`src/seo_defs.vh`:
```
// Register offsets, channel counts, codes and modes of the supply-enable output configuration bank
`ifndef SEO_DEFS_VH
`define SEO_DEFS_VH

// ****************************************
// Register offsets
// ****************************************
`define SEO_ADDR_W          8
`define SEO_OFF_CFG_A       8'h1F
`define SEO_OFF_CFG_B       8'h20
`define SEO_OFF_CFG_C       8'h21
`define SEO_OFF_CFG_D       8'h22
`define SEO_CFG_RST         8'h00
`define SEO_CFG_D_MASK      8'h3F

// ****************************************
// Channel counts
// ****************************************
`define SEO_CH_LARGE        12
`define SEO_CH_SMALL        8
`define SEO_CH_TRACK        4
`define SEO_CH_PUMP         6

// ****************************************
// Configuration codes
// ****************************************
`define SEO_CODE_OD_LOW     3'h0
`define SEO_CODE_OD_HIGH    3'h1
`define SEO_CODE_PP_LOW     3'h2
`define SEO_CODE_PP_HIGH    3'h3
`define SEO_CODE_TRACK      3'h4
`define SEO_CODE_PUMP       3'h5

// ****************************************
// Channel modes reported per channel
// ****************************************
`define SEO_MODE_W          3
`define SEO_MODE_OD         3'h0
`define SEO_MODE_PP         3'h1
`define SEO_MODE_TRACK      3'h2
`define SEO_MODE_PUMP       3'h3
`define SEO_MODE_RSVD       3'h4
`define SEO_MODE_ABSENT     3'h5

`endif

```
`src/seo_enable_out_cfg.v`:
```
// Supply-enable output configuration registers and per-channel output control
`timescale 1ns/1ps
`include "seo_defs.vh"

// Functional notes
// - Twelve enable outputs exist on the large variant and eight on the small one.
// - All output configuration lives in byte registers 1Fh through 22h, software writable.
// - Three-bit codes 000-011 pick open-drain or push-pull with low or high assertion.
// - Code 100 on channels one to four selects closed-loop tracking.
// - Code 101 on channels one to six selects charge-pump drive of an n-channel gate.
// - Code 100 on channels five and six is reserved and leaves the output idle.
// - Only channels 1-4 track, 1-6 pump, the rest have the four driver options only.
// - Channel 1 is 1Fh[2:0], channel 2 1Fh[5:3], channel 4 20h[3:1], channel 5 20h[6:4].
// - Channel 3 takes its low bits from 1Fh[7:6] and its top bit from 20h[0].
// - Channel 6 takes its low bit from 20h[7] and its top bits from 21h[1:0].
// - Channels 7-9 use two-bit fields at 21h[3:2], [5:4] and [7:6].
// - Channels 10-12 use two-bit fields at 22h[1:0], [3:2], [5:4]; 22h[7:6] is reserved.
// - An output asserts at the end of its slot once that slot's delay is done.
module seo_enable_out_cfg #(
    parameter NUM_CH = `SEO_CH_LARGE
) (
    input  wire                core_clk,
    input  wire                sys_rst,
    input  wire                cfg_wr_en,
    input  wire                cfg_rd_en,
    input  wire [7:0]          cfg_addr,
    input  wire [7:0]          cfg_wdata,
    input  wire [11:0]         slot_done,
    output reg  [7:0]          cfg_rdata_q,
    output reg  [11:0]         supply_enable_outputs_all_q,
    output reg  [11:0]         supply_enable_oe_n_q,
    output reg  [11:0]         charge_pump_on_q,
    output reg  [11:0]         track_on_q,
    output reg  [11:0]         cfg_reserved_q,
    output reg  [11:0]         asserted_q
);

    // ****************************************
    // Configuration registers
    // ****************************************
    reg  [7:0]  cfg_a_q;
    reg  [7:0]  cfg_b_q;
    reg  [7:0]  cfg_c_q;
    reg  [7:0]  cfg_d_q;
    reg  [11:0] req_q;
    reg  [7:0]  rdata_d;

    always @(posedge core_clk or posedge sys_rst) begin
        if (sys_rst) begin
            cfg_a_q <= `SEO_CFG_RST;
            cfg_b_q <= `SEO_CFG_RST;
            cfg_c_q <= `SEO_CFG_RST;
            cfg_d_q <= `SEO_CFG_RST;
        end else if (cfg_wr_en) begin
            if (cfg_addr == `SEO_OFF_CFG_A) begin
                cfg_a_q <= cfg_wdata;
            end else if (cfg_addr == `SEO_OFF_CFG_B) begin
                cfg_b_q <= cfg_wdata;
            end else if (cfg_addr == `SEO_OFF_CFG_C) begin
                cfg_c_q <= cfg_wdata;
            end else if (cfg_addr == `SEO_OFF_CFG_D) begin
                // reserved top bits held at zero
                cfg_d_q <= cfg_wdata & `SEO_CFG_D_MASK;
            end
        end
    end

    always @* begin
        rdata_d = 8'h00;
        if (cfg_addr == `SEO_OFF_CFG_A) begin
            rdata_d = cfg_a_q;
        end else if (cfg_addr == `SEO_OFF_CFG_B) begin
            rdata_d = cfg_b_q;
        end else if (cfg_addr == `SEO_OFF_CFG_C) begin
            rdata_d = cfg_c_q;
        end else if (cfg_addr == `SEO_OFF_CFG_D) begin
            rdata_d = cfg_d_q;
        end
    end

    // ****************************************
    // Field extraction
    // ****************************************
    wire [2:0] code [0:11];
    assign code[0]  = cfg_a_q[2:0];
    assign code[1]  = cfg_a_q[5:3];
    assign code[2]  = {cfg_b_q[0], cfg_a_q[7:6]};
    assign code[3]  = cfg_b_q[3:1];
    assign code[4]  = cfg_b_q[6:4];
    assign code[5]  = {cfg_c_q[1:0], cfg_b_q[7]};
    assign code[6]  = {1'b0, cfg_c_q[3:2]};
    assign code[7]  = {1'b0, cfg_c_q[5:4]};
    assign code[8]  = {1'b0, cfg_c_q[7:6]};
    assign code[9]  = {1'b0, cfg_d_q[1:0]};
    assign code[10] = {1'b0, cfg_d_q[3:2]};
    assign code[11] = {1'b0, cfg_d_q[5:4]};

    // ****************************************
    // Per-channel decode
    // ****************************************
    wire [11:0] pin_d;
    wire [11:0] oe_n_d;
    wire [11:0] pump_d;
    wire [11:0] track_d;
    wire [11:0] rsvd_d;

    genvar ch;
    generate
        for (ch = 0; ch < 12; ch = ch + 1) begin : g_ch
            wire [2:0] mode;
            seo_chan_decode #(
                .HAS_TRACK (ch < `SEO_CH_TRACK),
                .HAS_PUMP  (ch < `SEO_CH_PUMP),
                .PRESENT   ((NUM_CH >= `SEO_CH_LARGE) || (ch < `SEO_CH_SMALL))
            ) u_dec (
                .cfg_code    (code[ch]),
                .assert_req  (req_q[ch]),
                .mode        (mode),
                .pin_out     (pin_d[ch]),
                .pin_oe_n    (oe_n_d[ch]),
                .active_high (),
                .pump_on     (pump_d[ch]),
                .track_on    (track_d[ch])
            );
            assign rsvd_d[ch] = (mode == `SEO_MODE_RSVD);
        end
    endgenerate

    // channels beyond the variant never assert
    wire [11:0] present_mask = (NUM_CH >= 12) ? 12'hFFF : 12'h0FF;

    always @(posedge core_clk or posedge sys_rst) begin
        if (sys_rst) begin
            req_q                       <= 12'h000;
            cfg_rdata_q                 <= 8'h00;
            supply_enable_outputs_all_q <= 12'h000;
            supply_enable_oe_n_q        <= 12'hFFF;
            charge_pump_on_q            <= 12'h000;
            track_on_q                  <= 12'h000;
            cfg_reserved_q              <= 12'h000;
            asserted_q                  <= 12'h000;
        end else begin
            req_q                       <= slot_done & present_mask & ~rsvd_d;
            if (cfg_rd_en) begin
                cfg_rdata_q <= rdata_d;
            end
            supply_enable_outputs_all_q <= pin_d;
            supply_enable_oe_n_q        <= oe_n_d;
            charge_pump_on_q            <= pump_d;
            track_on_q                  <= track_d;
            cfg_reserved_q              <= rsvd_d & present_mask;
            asserted_q                  <= req_q;
        end
    end

endmodule

```
`src/seo_chan_decode.v`:
```
// Per-channel decode of a configuration code into driver mode and pin controls
`timescale 1ns/1ps
`include "seo_defs.vh"

module seo_chan_decode #(
    parameter HAS_TRACK = 0,
    parameter HAS_PUMP  = 0,
    parameter PRESENT   = 1
) (
    input  wire [2:0] cfg_code,
    input  wire       assert_req,
    output reg  [2:0] mode,
    output reg        pin_out,
    output reg        pin_oe_n,
    output reg        active_high,
    output reg        pump_on,
    output reg        track_on
);
    always @* begin
        mode        = `SEO_MODE_RSVD;
        pin_out     = 1'b0;
        pin_oe_n    = 1'b1;
        active_high = cfg_code[0];
        pump_on     = 1'b0;
        track_on    = 1'b0;
        if (PRESENT == 0) begin
            mode        = `SEO_MODE_ABSENT;
            active_high = 1'b0;
        end else begin
            case (cfg_code)
                `SEO_CODE_OD_LOW, `SEO_CODE_OD_HIGH: begin
                    mode     = `SEO_MODE_OD;
                    pin_out  = 1'b0;
                    pin_oe_n = ~(assert_req ^ cfg_code[0]);
                end
                `SEO_CODE_PP_LOW, `SEO_CODE_PP_HIGH: begin
                    mode     = `SEO_MODE_PP;
                    pin_out  = ~(assert_req ^ cfg_code[0]);
                    pin_oe_n = 1'b0;
                end
                `SEO_CODE_TRACK: begin
                    active_high = 1'b0;
                    if (HAS_TRACK != 0) begin
                        mode     = `SEO_MODE_TRACK;
                        track_on = assert_req;
                    end
                end
                `SEO_CODE_PUMP: begin
                    active_high = 1'b0;
                    if (HAS_PUMP != 0) begin
                        mode    = `SEO_MODE_PUMP;
                        pump_on = assert_req;
                    end
                end
                default: begin
                    active_high = 1'b0;
                end
            endcase
        end
    end
endmodule

```
`config.mk`:
```
export PLATFORM = sky130hd
export DESIGN_NAME = seo_enable_out_cfg
export DESIGN_NICKNAME = d
export VERILOG_FILES = /design/src/seo_enable_out_cfg.v /design/src/seo_chan_decode.v
export VERILOG_INCLUDE_DIRS = /design/src
export SDC_FILE = /design/constraint.sdc
export NUM_CORES = 1
export LEC_CHECK = 0
export ABC_AREA = 1
export BUFFER_PORTS_ARGS = -buffer_cell sky130_fd_sc_hd__buf_2
export CORE_ASPECT_RATIO = 1.5
export CORE_MARGIN = 2
export CORE_UTILIZATION = 55
export DETAILED_ROUTE_END_ITERATION = 16
export GPL_ROUTABILITY_DRIVEN = 0
export PLACE_DENSITY = 0.85
export SYNTH_ARGS = -nofsm -noshare
export SYNTH_HDL_FRONTEND = slang
export SYNTH_SLANG_ARGS = --single-unit
```
`constraint.sdc`:
```
create_clock -name core_clk -period 8.88 [get_ports core_clk]
set_input_delay 0.444 -clock core_clk [delete_from_list [all_inputs] [get_ports core_clk]]
set_output_delay 0.444 -clock core_clk [all_outputs]
set_load 0.005 [all_outputs]
```
==> results of run 1 <==
-- cells by family (layout without fill, tap and decap cells) --
family | count (synthesis) | count (layout) | synth area share [%]
buffers and inverters | 78 | 165 | 8.71
AOI/OAI and AO/OA | 49 | 49 | 6.92
DFF | 108 | 108 | 63.5
other | 1 | 20 | 0.0876
xor gates and xnor gates | 12 | 12 | 2.45
and+or+nand+nor | 162 | 162 | 18.4
-- critical path, delay by kind of cell --
family / cells / cell delay (ns)
AO/OA/AOI/OAI: 1 / 0.07
buffers and inverters: 2 / 0.17
AND/OR/NAND/NOR: 5 / 1.21
-- Yosys cell counts (all sizes together), types with 7 or more instances --
cell type and n:
nor3 10, clkbuf 7, nand3 27, nor2 41, dfrtp 96, nand2 76
a21oi 10, dfstp 12, o21ai 38, inv 52, nor4 8, buf 19
xor2 12
-- where the power goes --
part	switching, mW	leakage [nW]	internal [mW]	total (mW)
clock network	0.163	0.156	0.254	0.416
registers	0.0186	1.26	0.523	0.541
logic	0.0516	1.34	0.0309	0.0825
total	0.233	2.76	0.807	1.04
-- cell type report --
type | instances | area (um^2) | share of cell area, %
flip-flops and latches | 108 | 2720 | 53.1
multi-input cells | 243 | 1260 | 24.7
repair buffers | 98 | 493 | 9.64
clock buffers | 11 | 243 | 4.74
inverters | 52 | 198 | 3.86
well taps | 102 | 128 | 2.49
clock inverters | 4 | 73.8 | 1.44
-- final timing paths --
path	startpoint	to	slack, ns	cells past startpoint
worst max register to register	cfg_a_q[0]	cfg_rdata_q[0]	7.77	6
min in group core_clk	slot_done[10]	req_q[10]	0.20	1
worst min-delay path	sys_rst	req_q[3]	0.05	2
worst max-delay path	cfg_addr[4]	cfg_c_q[3]	7.25	8
max in group asynchronous	sys_rst	cfg_rdata_q[5]	7.57	3
worst min register to register	req_q[8]	asserted_q[8]	0.40	0
-- per-layer routing --
layer / global-route usage (%) / share of wire [%] / vias up
li1: - / - / 1455
met1: 23.7 / 37 / 1448
met2: 36.5 / 52 / 139
met3: 4.10 / 5.8 / 35
met4: 17.0 / 5.6 / 0
met5: 0 / 0 / -
-- through the flow --
stage          cell area (um^2)  setup WS (ns)  util [%]
2_1_floorplan              4350           5.61         -
3_3_place_gp               4800           7.00      63.5
3_5_place_dp               4800           6.94      63.5
4_1_cts                    5120           7.27      67.6
5_1_grt                    5120           7.09      67.6
6_report                   5120           7.25      67.6
-- flip-flops by register name, summed over array words and instances (netlist names) --
name and cells:
asserted_q 12, cfg_reserved_q 12, req_q 12, supply_enable_oe_n_q 12
supply_enable_outputs_all_q 12, cfg_a_q 8, cfg_b_q 8, cfg_c_q 8
cfg_rdata_q 8, cfg_d_q 6, charge_pump_on_q 6, track_on_q 4
-- cell usage in the layout (no fill, tap or decap), types with 2 or more instances in the layout --
cell type,count
nor4_1,8
buf_2,97
dfstp_2,12
inv_1,50
nand2_1,69
xor2_1,12
bufinv_16,2
dfrtp_1,96
o21ai_1,3
conb_1,20
clkbuf_16,9
a21oi_1,10
nor2_1,33
nand2_2,4
nor3_1,9
nor2_4,7
o21ai_2,13
o21ai_0,22
nand3_1,26
nand2_4,2
==> metrics, run 1 <==
outcome completed; PwrDens 203 nW/um^2; Synth async-reset ratio 100%; ys flop type dfrtp_1; GRT overflow 0; Port Buffer Count 97; Initial Utilization 56.6%; FILL cells 559; Final Cycle Share 18.4%; core area 7560 um^2; RSZ-0062 raised after global routing no; DRC violations left 0; crit-path cells buf_2, inv_2, nand2_1, nor2_4, nand2_1, nor2_4, nand2_1, o21ai_2; post-cts repair resize count 0; maximum clock path buffer count 2; fin cells 618; # setup viols final 0; root buffer selected by CTS clkbuf_16; Die Wd 76.1 um; share of cells above drive strength 1 30.2%; Nets 544; Most common cell on crit path nand2_1; largest net degree at the start of global routing 84; leading area contributor after synthesis dfrtp_1; fin crit period 1.63 ns; vias per inst 4.98; Final Max Tran Viols 0; clock-pin slew on the worst setup and hold paths 0.07 ns; CTS Buf Count 9; CTS tree built; syn avg cell area 10.4 um^2; setup TNS 0 ns; CTS H-tree lvls 3; first-pass GRT wire length 14.1 mm; initial antenna violation count 0; wire length per cell 14.1 um; crit path DAT 1.90 ns; DR vias 3077; Hold Worst Slack 0.0497 ns; Slew @ Worst Pin 0.962 ns; diodes inserted 0; Die H 112 um; Slowest-stage cell, CP nor2_4; Initial DRC Count 173; drt pass-1 iters 4; Critical Path RT 9.15 ns; CP Capture Type flop; Worst Path Max Fanout 23; Hold Vio Cnt, Final 0; Mapped Cells 410; Unique masters post-synth 28; max-cap viol count 0; fmax 0.613 GHz; synth-to-layout area growth 19.5%; CP startpoint kind primary input; Mapped Area 4280 um^2; Total GRT Usage 21.5%; Boundary Pins 112; die area 8520 um^2; Total Wirelength 8.72 mm; Peak VDD IR 0.142 mV; Worst Hold Class primary input to async pin; clk_lat worst skew 0.35 ns; Site Rows 39; # placed instances 603; clk sinks 108; yosys warns 0; post-route ant nets 0; total power draw 1.04 mW; Synth area leaders dfrtp_1 56%, dfstp_2 7.4%, nand2_1 6.0%; LEAKAGE 2.76 nW; crit path kind primary input to flop; vias in the first global route 3089; Slowest Stage Delay on Critical Path 0.42 ns; Post CTS Setup Buffer Count 0; share of Yosys cell area claimed by the top area cell type 56.1%; slew margin rel. 35.8%; clock skew 0.00987 ns; EDFF count, synth 0; Seq/Total Area, Yosys 63.5%; count of hold-fix buffers inserted at cts 0; FF+latch count, synth 108; DP HPWL 6.36 mm
(Power assumes the default switching activity.)
==> run 2, diff against run 1 <==
--- a/config.mk
+++ b/config.mk
@@ -6,14 +6,14 @@
 export SDC_FILE = /design/constraint.sdc
 export NUM_CORES = 1
 export LEC_CHECK = 0
-export ABC_AREA = 1
+export ABC_AREA = 0
 export BUFFER_PORTS_ARGS = -buffer_cell sky130_fd_sc_hd__buf_2
 export CORE_ASPECT_RATIO = 1.5
 export CORE_MARGIN = 2
-export CORE_UTILIZATION = 55
+export CORE_UTILIZATION = 52
 export DETAILED_ROUTE_END_ITERATION = 16
 export GPL_ROUTABILITY_DRIVEN = 0
-export PLACE_DENSITY = 0.85
+export PLACE_DENSITY = 0.81
 export SYNTH_ARGS = -nofsm -noshare
 export SYNTH_HDL_FRONTEND = slang
 export SYNTH_SLANG_ARGS = --single-unit
==> constraint.sdc (replaced) <==
create_clock -name core_clk -period 1.6 [get_ports core_clk]
set_input_delay 0.08 -clock core_clk [delete_from_list [all_inputs] [get_ports core_clk]]
set_output_delay 0.08 -clock core_clk [all_outputs]
set_load 0.005 [all_outputs]
==> run 2 against run 1 <==
Effect of this change: synthesized cell count shrank 30%; global-route usage is 2.1 points lower; die area grew 0.14%; critical path depth shrank 2; combinational power grew to 5.2 times the previous value; final area increased by 2.1%; sequential share of layout area shrank 1.1 points; register-to-register slack worse by 7.4 ns; via count decreased by 15%; clock-buffer cell count fell by 2; power grew to 5.7 times the previous value; core utilization grew 0.96 points.
==> metrics, run 2 <==
crit path kind primary input to flop (unchanged); Initial DRC Count 150 (was 173); r2r startpoint cfg_b_q[3] (was cfg_a_q[0]); worst path bufs/invs 2 (unchanged); Seq/Total Area, Yosys 67.0% (was 63.5%); vias per inst 4.98 (about the same); RR Endpoint cfg_rdata_q[3] (was cfg_rdata_q[0]); Worst Path Max Fanout 8 (was 23); GRT overflow 0 (unchanged); LEAKAGE 2.66 nW (was 2.76 nW); Unique masters post-synth 35 (was 28); r2r worst-path depth 3 (was 6); Nets 453 (was 544); diodes inserted 0 (unchanged); Final Cycle Share 89.9%; R2R setup slack 0.34 ns (was 7.77 ns); synth-to-layout area growth 28.8% (was 19.5%); FF+latch count, synth 108 (unchanged); drt pass-1 iters 4 (unchanged); Hold Vio Cnt, Final 0 (unchanged); Final Instance Area 5220 um^2 (was 5120 um^2); root buffer selected by CTS clkbuf_16 (unchanged); first-pass GRT wire length 12.7 mm (was 14.1 mm); clk sinks 108 (unchanged); placed cell areas 4730 um^2 (was 4800 um^2); # placed instances 497 (was 603); Slowest Stage Delay on Critical Path 0.58 ns (was 0.42 ns); vias in the first global route 2697 (was 3089); leading area contributor after synthesis dfrtp_1 (unchanged); most frequent cells in the layout 97 x buf_2, 96 x dfrtp_1, 36 x mux2_2 (was 97 x buf_2, 96 x dfrtp_1, 69 x nand2_1); CP startpoint kind primary input (unchanged); CTS H-tree lvls 3 (unchanged); FILL cells 563 (was 559); syn avg cell area 14.1 um^2 (was 10.4 um^2); fmax 0.695 GHz; Hold Crit Depth 2; wire length per cell 15.1 um (was 14.1 um); commonest non-fill, non-tap cell in the layout buf_2 (unchanged); fin crit period 1.44 ns; Switching Fraction 21.5% (was 22.4%); maximum clock path buffer count 2 (unchanged); initial antenna violation count 0 (unchanged); # setup viols final 0 (unchanged); Site Rows 39 (unchanged); Peak VDD IR 0.730 mV (was 0.142 mV); CTS Buf Count 9 (unchanged); Slowest-stage cell, CP or4b_4 (was nor2_4); CP Capture Type flop (unchanged); fin cells 528 (was 618); CP top delay family simple AND/OR/NAND/NOR gates (unchanged); max-cap viol count 0 (unchanged); Synth async-reset ratio 100% (unchanged); combinational fraction of design power 7.3% (was 7.9%); Initial Utilization 53.3% (was 56.6%); Mapped Cells 287 (was 410); post-cts repair resize count 0 (unchanged); Die H 112 um (about the same); Pint 4.64 mW (was 0.807 mW); slew margin rel. 64.2% (was 35.8%); die area 8540 um^2 (was 8520 um^2); clock-pin slew on the worst setup and hold paths 0.07 ns (about the same); crit path DAT 1.67 ns (was 1.90 ns); clk_lat worst skew 0.35 ns (about the same); largest net degree at the start of global routing 109 (was 84); outcome completed (unchanged); crit-path cells buf_2, or4b_4, nor4_4, and4_1, buf_4, mux2_2 (was buf_2, inv_2, nand2_1, nor2_4, nand2_1, nor2_4, nand2_1, o21ai_2); most common cell in the netlist dfrtp_1 (unchanged); CTS tree built (unchanged); post-route ant nets 0 (unchanged); Final Max Tran Viols 0 (unchanged); DRC violations left 0 (unchanged); Flop pwr share 50.4% (was 52.0%); DR vias 2630 (was 3077); RSZ-0062 raised after global routing no (unchanged); Clk pwr share 42.3% (was 40.0%); Worst Hold Class primary input to flop (was primary input to async pin); Mapped Area 4060 um^2 (was 4280 um^2); synth cell count leaders 96 x dfrtp_1, 36 x mux2_2, 27 x nor2_1, 14 x buf_4, 12 x dfstp_2 (was 96 x dfrtp_1, 69 x nand2_1, 51 x inv_1, 33 x nor2_1, 26 x nand3_1); share of Yosys cell area claimed by the top area cell type 59.2% (was 56.1%); Synth area leaders dfrtp_1 59%, mux2_2 10%, dfstp_2 7.8% (was dfrtp_1 56%, dfstp_2 7.4%, nand2_1 6.0%); Die Wd 76.1 um (about the same); clock skew 0.00647 ns (was 0.00987 ns); Boundary Pins 112 (unchanged); Total Wirelength 7.96 mm (was 8.72 mm); ys flop type dfrtp_1 (unchanged); Critical Path RT 1.83 ns (was 9.15 ns); Slew @ Worst Pin 0.537 ns (was 0.962 ns); Hold Path Origin cfg_wdata[0]; Hold EP cfg_a_q[0]; share of cells above drive strength 1 43.2% (was 30.2%); PwrDens 1130 nW/um^2 (was 203 nW/um^2); Port Buffer Count 97 (unchanged); DP HPWL 5.67 mm (was 6.36 mm); Psw 1.27 mW (was 0.233 mW); Post CTS Setup Buffer Count 0 (unchanged); Total GRT Usage 19.4% (was 21.5%); EDFF count, synth 0 (unchanged); yosys warns 0 (unchanged); core area 7610 um^2 (was 7560 um^2)
run 2: changes by cell type after synthesis, moves of 7 or more:
cell,before,now
o21ai_2,13,0
mux2_2,0,36
inv_1,51,6
nand2_1,69,6
nor2b_1,0,7
o21ai_0,22,0
nor4_1,8,1
nor3b_1,0,8
nor3_1,9,2
a21oi_1,10,0
nor2_4,7,0
and2_1,0,7
nand3_1,26,2
run 2: per-layer routing:
layer	vias up	wire length, um	track usage (%)
met5	-	0	0
met4	0	261	9.58
met3	21	372	4.74
met2	83	4380	35.1
met1	1309	2950	21.4
li1	1217	-	-
run 2: area by class of cell:
class                      count  area, um^2  area share, %
timing repair buffer         129         776           14.9
multi-input combinational    167        1230           23.6
clock buffer                   9         225           4.31
inverter                       6        26.3          0.503
clock inverter                 7         120           2.30
tap                          102         128           2.44
sequential                   108        2720           52.0
run 2: kinds of logic after synthesis:
kind of cell,Yosys count,synth area share [%]
compound gates,23,4.41
xor+xnor,12,2.59
buf+inv,31,4.41
flops,108,67.0
mux,36,10.0
other cells,1,0.0925
simple gates,76,11.5
run 2: metrics by stage:
stage	hold WS, ns	util, %	setup WS (ns)	total power, mW	TNS (ns)
floorplan	0.178	-	-0.169	3.25	-1.40
global placement	0.188	62.1	-0.148	3.42	-3.09
detailed placement	0.191	62.1	-0.198	3.44	-4.11
CTS	0.0261	68.6	0.157	5.96	0
global route	0.0252	68.6	0.113	6.12	0
finish	0.0269	68.6	0.161	5.91	0
run 2: worst reg2reg max path: stages (launching register included):
cell and delay [ns]:
dfrtp_1 0.44, mux2_2 0.30, a221oi_1 0.32, a211oi_1 0.08
run 2: how the worst max path moves through the flow:
| stage | start | endpoint | slack [ns] | cells past startpoint |
|---|---|---|---|---|
| after floorplan | cfg_addr[3] | cfg_c_q[0] | -0.17 | 5 |
| after global placement | cfg_addr[3] | cfg_c_q[7] | -0.15 | 6 |
| after detailed placement | cfg_addr[3] | cfg_c_q[4] | -0.20 | 6 |
| after CTS | cfg_addr[3] | cfg_c_q[5] | 0.16 | 6 |
| after global routing | cfg_addr[3] | cfg_c_q[4] | 0.11 | 6 |
| final | cfg_addr[3] | cfg_c_q[5] | 0.16 | 6 |
run 2: power groups by stage:
stage               Clock, mW  Sequential (mW)  Combinational [mW]
floorplan                   0             3.02               0.222
global placement            0             3.03               0.394
detailed placement          0             3.03               0.408
CTS                      2.54             2.98               0.440
global route             2.64             3.00               0.483
finish                   2.50             2.98               0.432
run 2: timing repair:
| item | 4_1_cts | 5_1_grt |
|---|---|---|
| hold buffers | 15 | 0 |
| setup endpoints to repair | 0 | 0 |
| endpoints found under the hold margin | 112 | 0 |
==> run 3, diff against run 2 <==
--- a/config.mk
+++ b/config.mk
@@ -10,10 +10,12 @@
 export BUFFER_PORTS_ARGS = -buffer_cell sky130_fd_sc_hd__buf_2
 export CORE_ASPECT_RATIO = 1.5
 export CORE_MARGIN = 2
-export CORE_UTILIZATION = 52
+export CORE_UTILIZATION = 54
 export DETAILED_ROUTE_END_ITERATION = 16
 export GPL_ROUTABILITY_DRIVEN = 0
-export PLACE_DENSITY = 0.81
+export PLACE_DENSITY = 0.82
 export SYNTH_ARGS = -nofsm -noshare
 export SYNTH_HDL_FRONTEND = slang
+export SYNTH_HIERARCHICAL = 1
 export SYNTH_SLANG_ARGS = --single-unit
+export TNS_END_PERCENT = 5
==> run 3 against run 2 <==
Effect of this change: worst setup slack improved by 0.083 ns; combinational power rose by 22%; critical path depth fell by 2; global-route usage rose by 2.4 points; sequential power rose by 13%; synthesized area rose by 20%; final cell count rose by 21%; largest cell class unchanged.
==> metrics, run 3 <==
largest net degree at the start of global routing 123 (was 109); Worst Path Max Fanout 7 (was 8); vias per inst 4.94 (was 4.98); Final Instance Area 6410 um^2 (was 5220 um^2); R2R setup slack 0.24 ns (was 0.34 ns); slew margin rel. 58.1% (was 64.2%); DRC violations left 0 (unchanged); Total GRT Usage 21.8% (was 19.4%); # placed instances 584 (was 497); clk sinks 122 (was 108); Peak VDD IR 0.850 mV (was 0.730 mV); setup TNS 0 ns (unchanged); Final Cycle Share 84.7% (was 89.9%); core area 8780 um^2 (was 7610 um^2); Die Wd 81.4 um (was 76.1 um); fin crit period 1.36 ns (was 1.44 ns); Mapped Area 4850 um^2 (was 4060 um^2); vias in the first global route 3303 (was 2697); clk_lat worst skew 0.40 ns (was 0.35 ns); count of hold-fix buffers inserted at cts 21 (was 15); post-cts repair resize count 0 (unchanged); initial antenna violation count 0 (unchanged); fin cells 637 (was 528); synth-to-layout area growth 32.2% (was 28.8%); commonest non-fill, non-tap cell in the layout buf_2 (unchanged); Initial Utilization 55.2% (was 53.3%); Final Max Tran Viols 0 (unchanged); Mapped Cells 349 (was 287); clock-pin slew on the worst setup and hold paths 0.05 ns (was 0.07 ns); final core occ 73.0% (was 68.6%); total power draw 7.79 mW (was 5.91 mW); Hold Crit Depth 2 (unchanged); fmax 0.738 GHz (was 0.695 GHz); wire length per cell 15.2 um (was 15.1 um); r2r startpoint cfg_a_q[7] (was cfg_b_q[3]); Slowest-stage cell, CP dfrtp_1 (was or4b_4); first-pass GRT wire length 15.7 mm (was 12.7 mm); DP HPWL 6.65 mm (was 5.67 mm); share of cells above drive strength 1 42.3% (was 43.2%); Critical Path RT 1.88 ns (was 1.83 ns); clock skew 0.00795 ns (was 0.00647 ns); GRT overflow 0 (unchanged); maximum clock path buffer count 2 (unchanged); Post CTS Setup Buffer Count 0 (unchanged); Total Wirelength 9.70 mm (was 7.96 mm); r2r worst-path depth 4 (was 3); RSZ-0062 raised after global routing no (unchanged); Die H 120 um (was 112 um); Hold Worst Slack 0.0459 ns (was 0.0269 ns); Worst Hold Class primary input to flop (unchanged); placed cell areas 5580 um^2 (was 4730 um^2); Hold Vio Cnt, Final 0 (unchanged); root buffer selected by CTS clkbuf_16 (unchanged); outcome completed (unchanged); Hold Path Origin cfg_rd_en (was cfg_wdata[0]); DR vias 3146 (was 2630); crit path kind flop to flop (was primary input to flop); Hold EP cfg_rdata_q[1] (was cfg_a_q[0]); Boundary Pins 112 (unchanged); crit-path cells nor2b_1, a21o_2, nor3b_1, nor2b_1 (was buf_2, or4b_4, nor4_4, and4_1, buf_4, mux2_2); PnR worst setup slack 0.245 ns (was 0.161 ns); CTS tree built (unchanged); max-cap viol count 0 (unchanged); Initial DRC Count 205 (was 150); Nets 546 (was 453); PwrDens 1220 nW/um^2 (was 1130 nW/um^2); LEAKAGE 3.32 nW (was 2.66 nW); Post-Place Worst Slack -0.131 ns (was -0.198 ns); Slew @ Worst Pin 0.628 ns (was 0.537 ns); post-route ant nets 0 (unchanged); Port Buffer Count 111 (was 97); Most common cell on crit path nor2b_1; crit path DAT 1.63 ns (was 1.67 ns); die area 9770 um^2 (was 8540 um^2); diodes inserted 0 (unchanged); Site Rows 42 (was 39); syn avg cell area 13.9 um^2 (was 14.1 um^2); CP Capture Type flop (unchanged); # setup viols final 0 (unchanged); Slowest Stage Delay on Critical Path 0.46 ns (was 0.58 ns); drt pass-1 iters 4 (unchanged); CP startpoint kind flop (was primary input); CTS Buf Count 17 (was 9); yosys warns 6 (was 0); most frequent cells in the layout 111 x buf_2, 110 x dfrtp_1, 42 x conb_1 (was 97 x buf_2, 96 x dfrtp_1, 36 x mux2_2); RR Endpoint req_q[2] (was cfg_rdata_q[3]); CTS H-tree lvls 4 (was 3)
==> run 3: cell type report <==
type | instances | area (um^2)
Clock buffer | 25 | 505
Clock inverter | 7 | 113
Fill cell | 557 | 2370
Inverter | 4 | 18.8
Multi-Input combinational cell | 225 | 1700
Sequential cell | 122 | 3070
Tap cell | 110 | 138
Timing Repair Buffer | 144 | 868
==> run 3: report_power, final <==
group	switching, mW	total [mW]	internal (mW)
logic	0.264	0.527	0.263
clock network	1.25	3.89	2.65
registers	0.0997	3.36	3.26
total	1.61	7.79	6.17
==> run 3: critical path, delay by kind of cell (launching register included) <==
kind,cells,cell delay [ns]
AOI/OAI and AO/OA,1,0.18
DFF,1,0.46
and+or+nand+nor,3,0.58
==> run 3: routing by layer <==
metal | global-route usage (%) | wire length [um] | vias to the layer above | share of wire [%]
li1 | - | - | 1456 | -
met1 | 23.6 | 3540 | 1568 | 37
met2 | 37.9 | 5420 | 99 | 56
met3 | 5.79 | 442 | 23 | 4.6
met4 | 11.4 | 295 | 0 | 3.0
met5 | 0 | 0 | - | 0
==> run 3: worst max path at each step <==
stage / start / endpoint / cells after the start
2_1_floorplan: cfg_addr[3] / cfg_d_q[0] / 4
3_3_place_gp: cfg_addr[3] / cfg_c_q[1] / 5
3_5_place_dp: cfg_addr[3] / cfg_c_q[3] / 5
4_1_cts: cfg_b_q[3] / req_q[3] / 4
5_1_grt: cfg_a_q[7] / req_q[2] / 4
6_report: cfg_a_q[7] / req_q[2] / 4
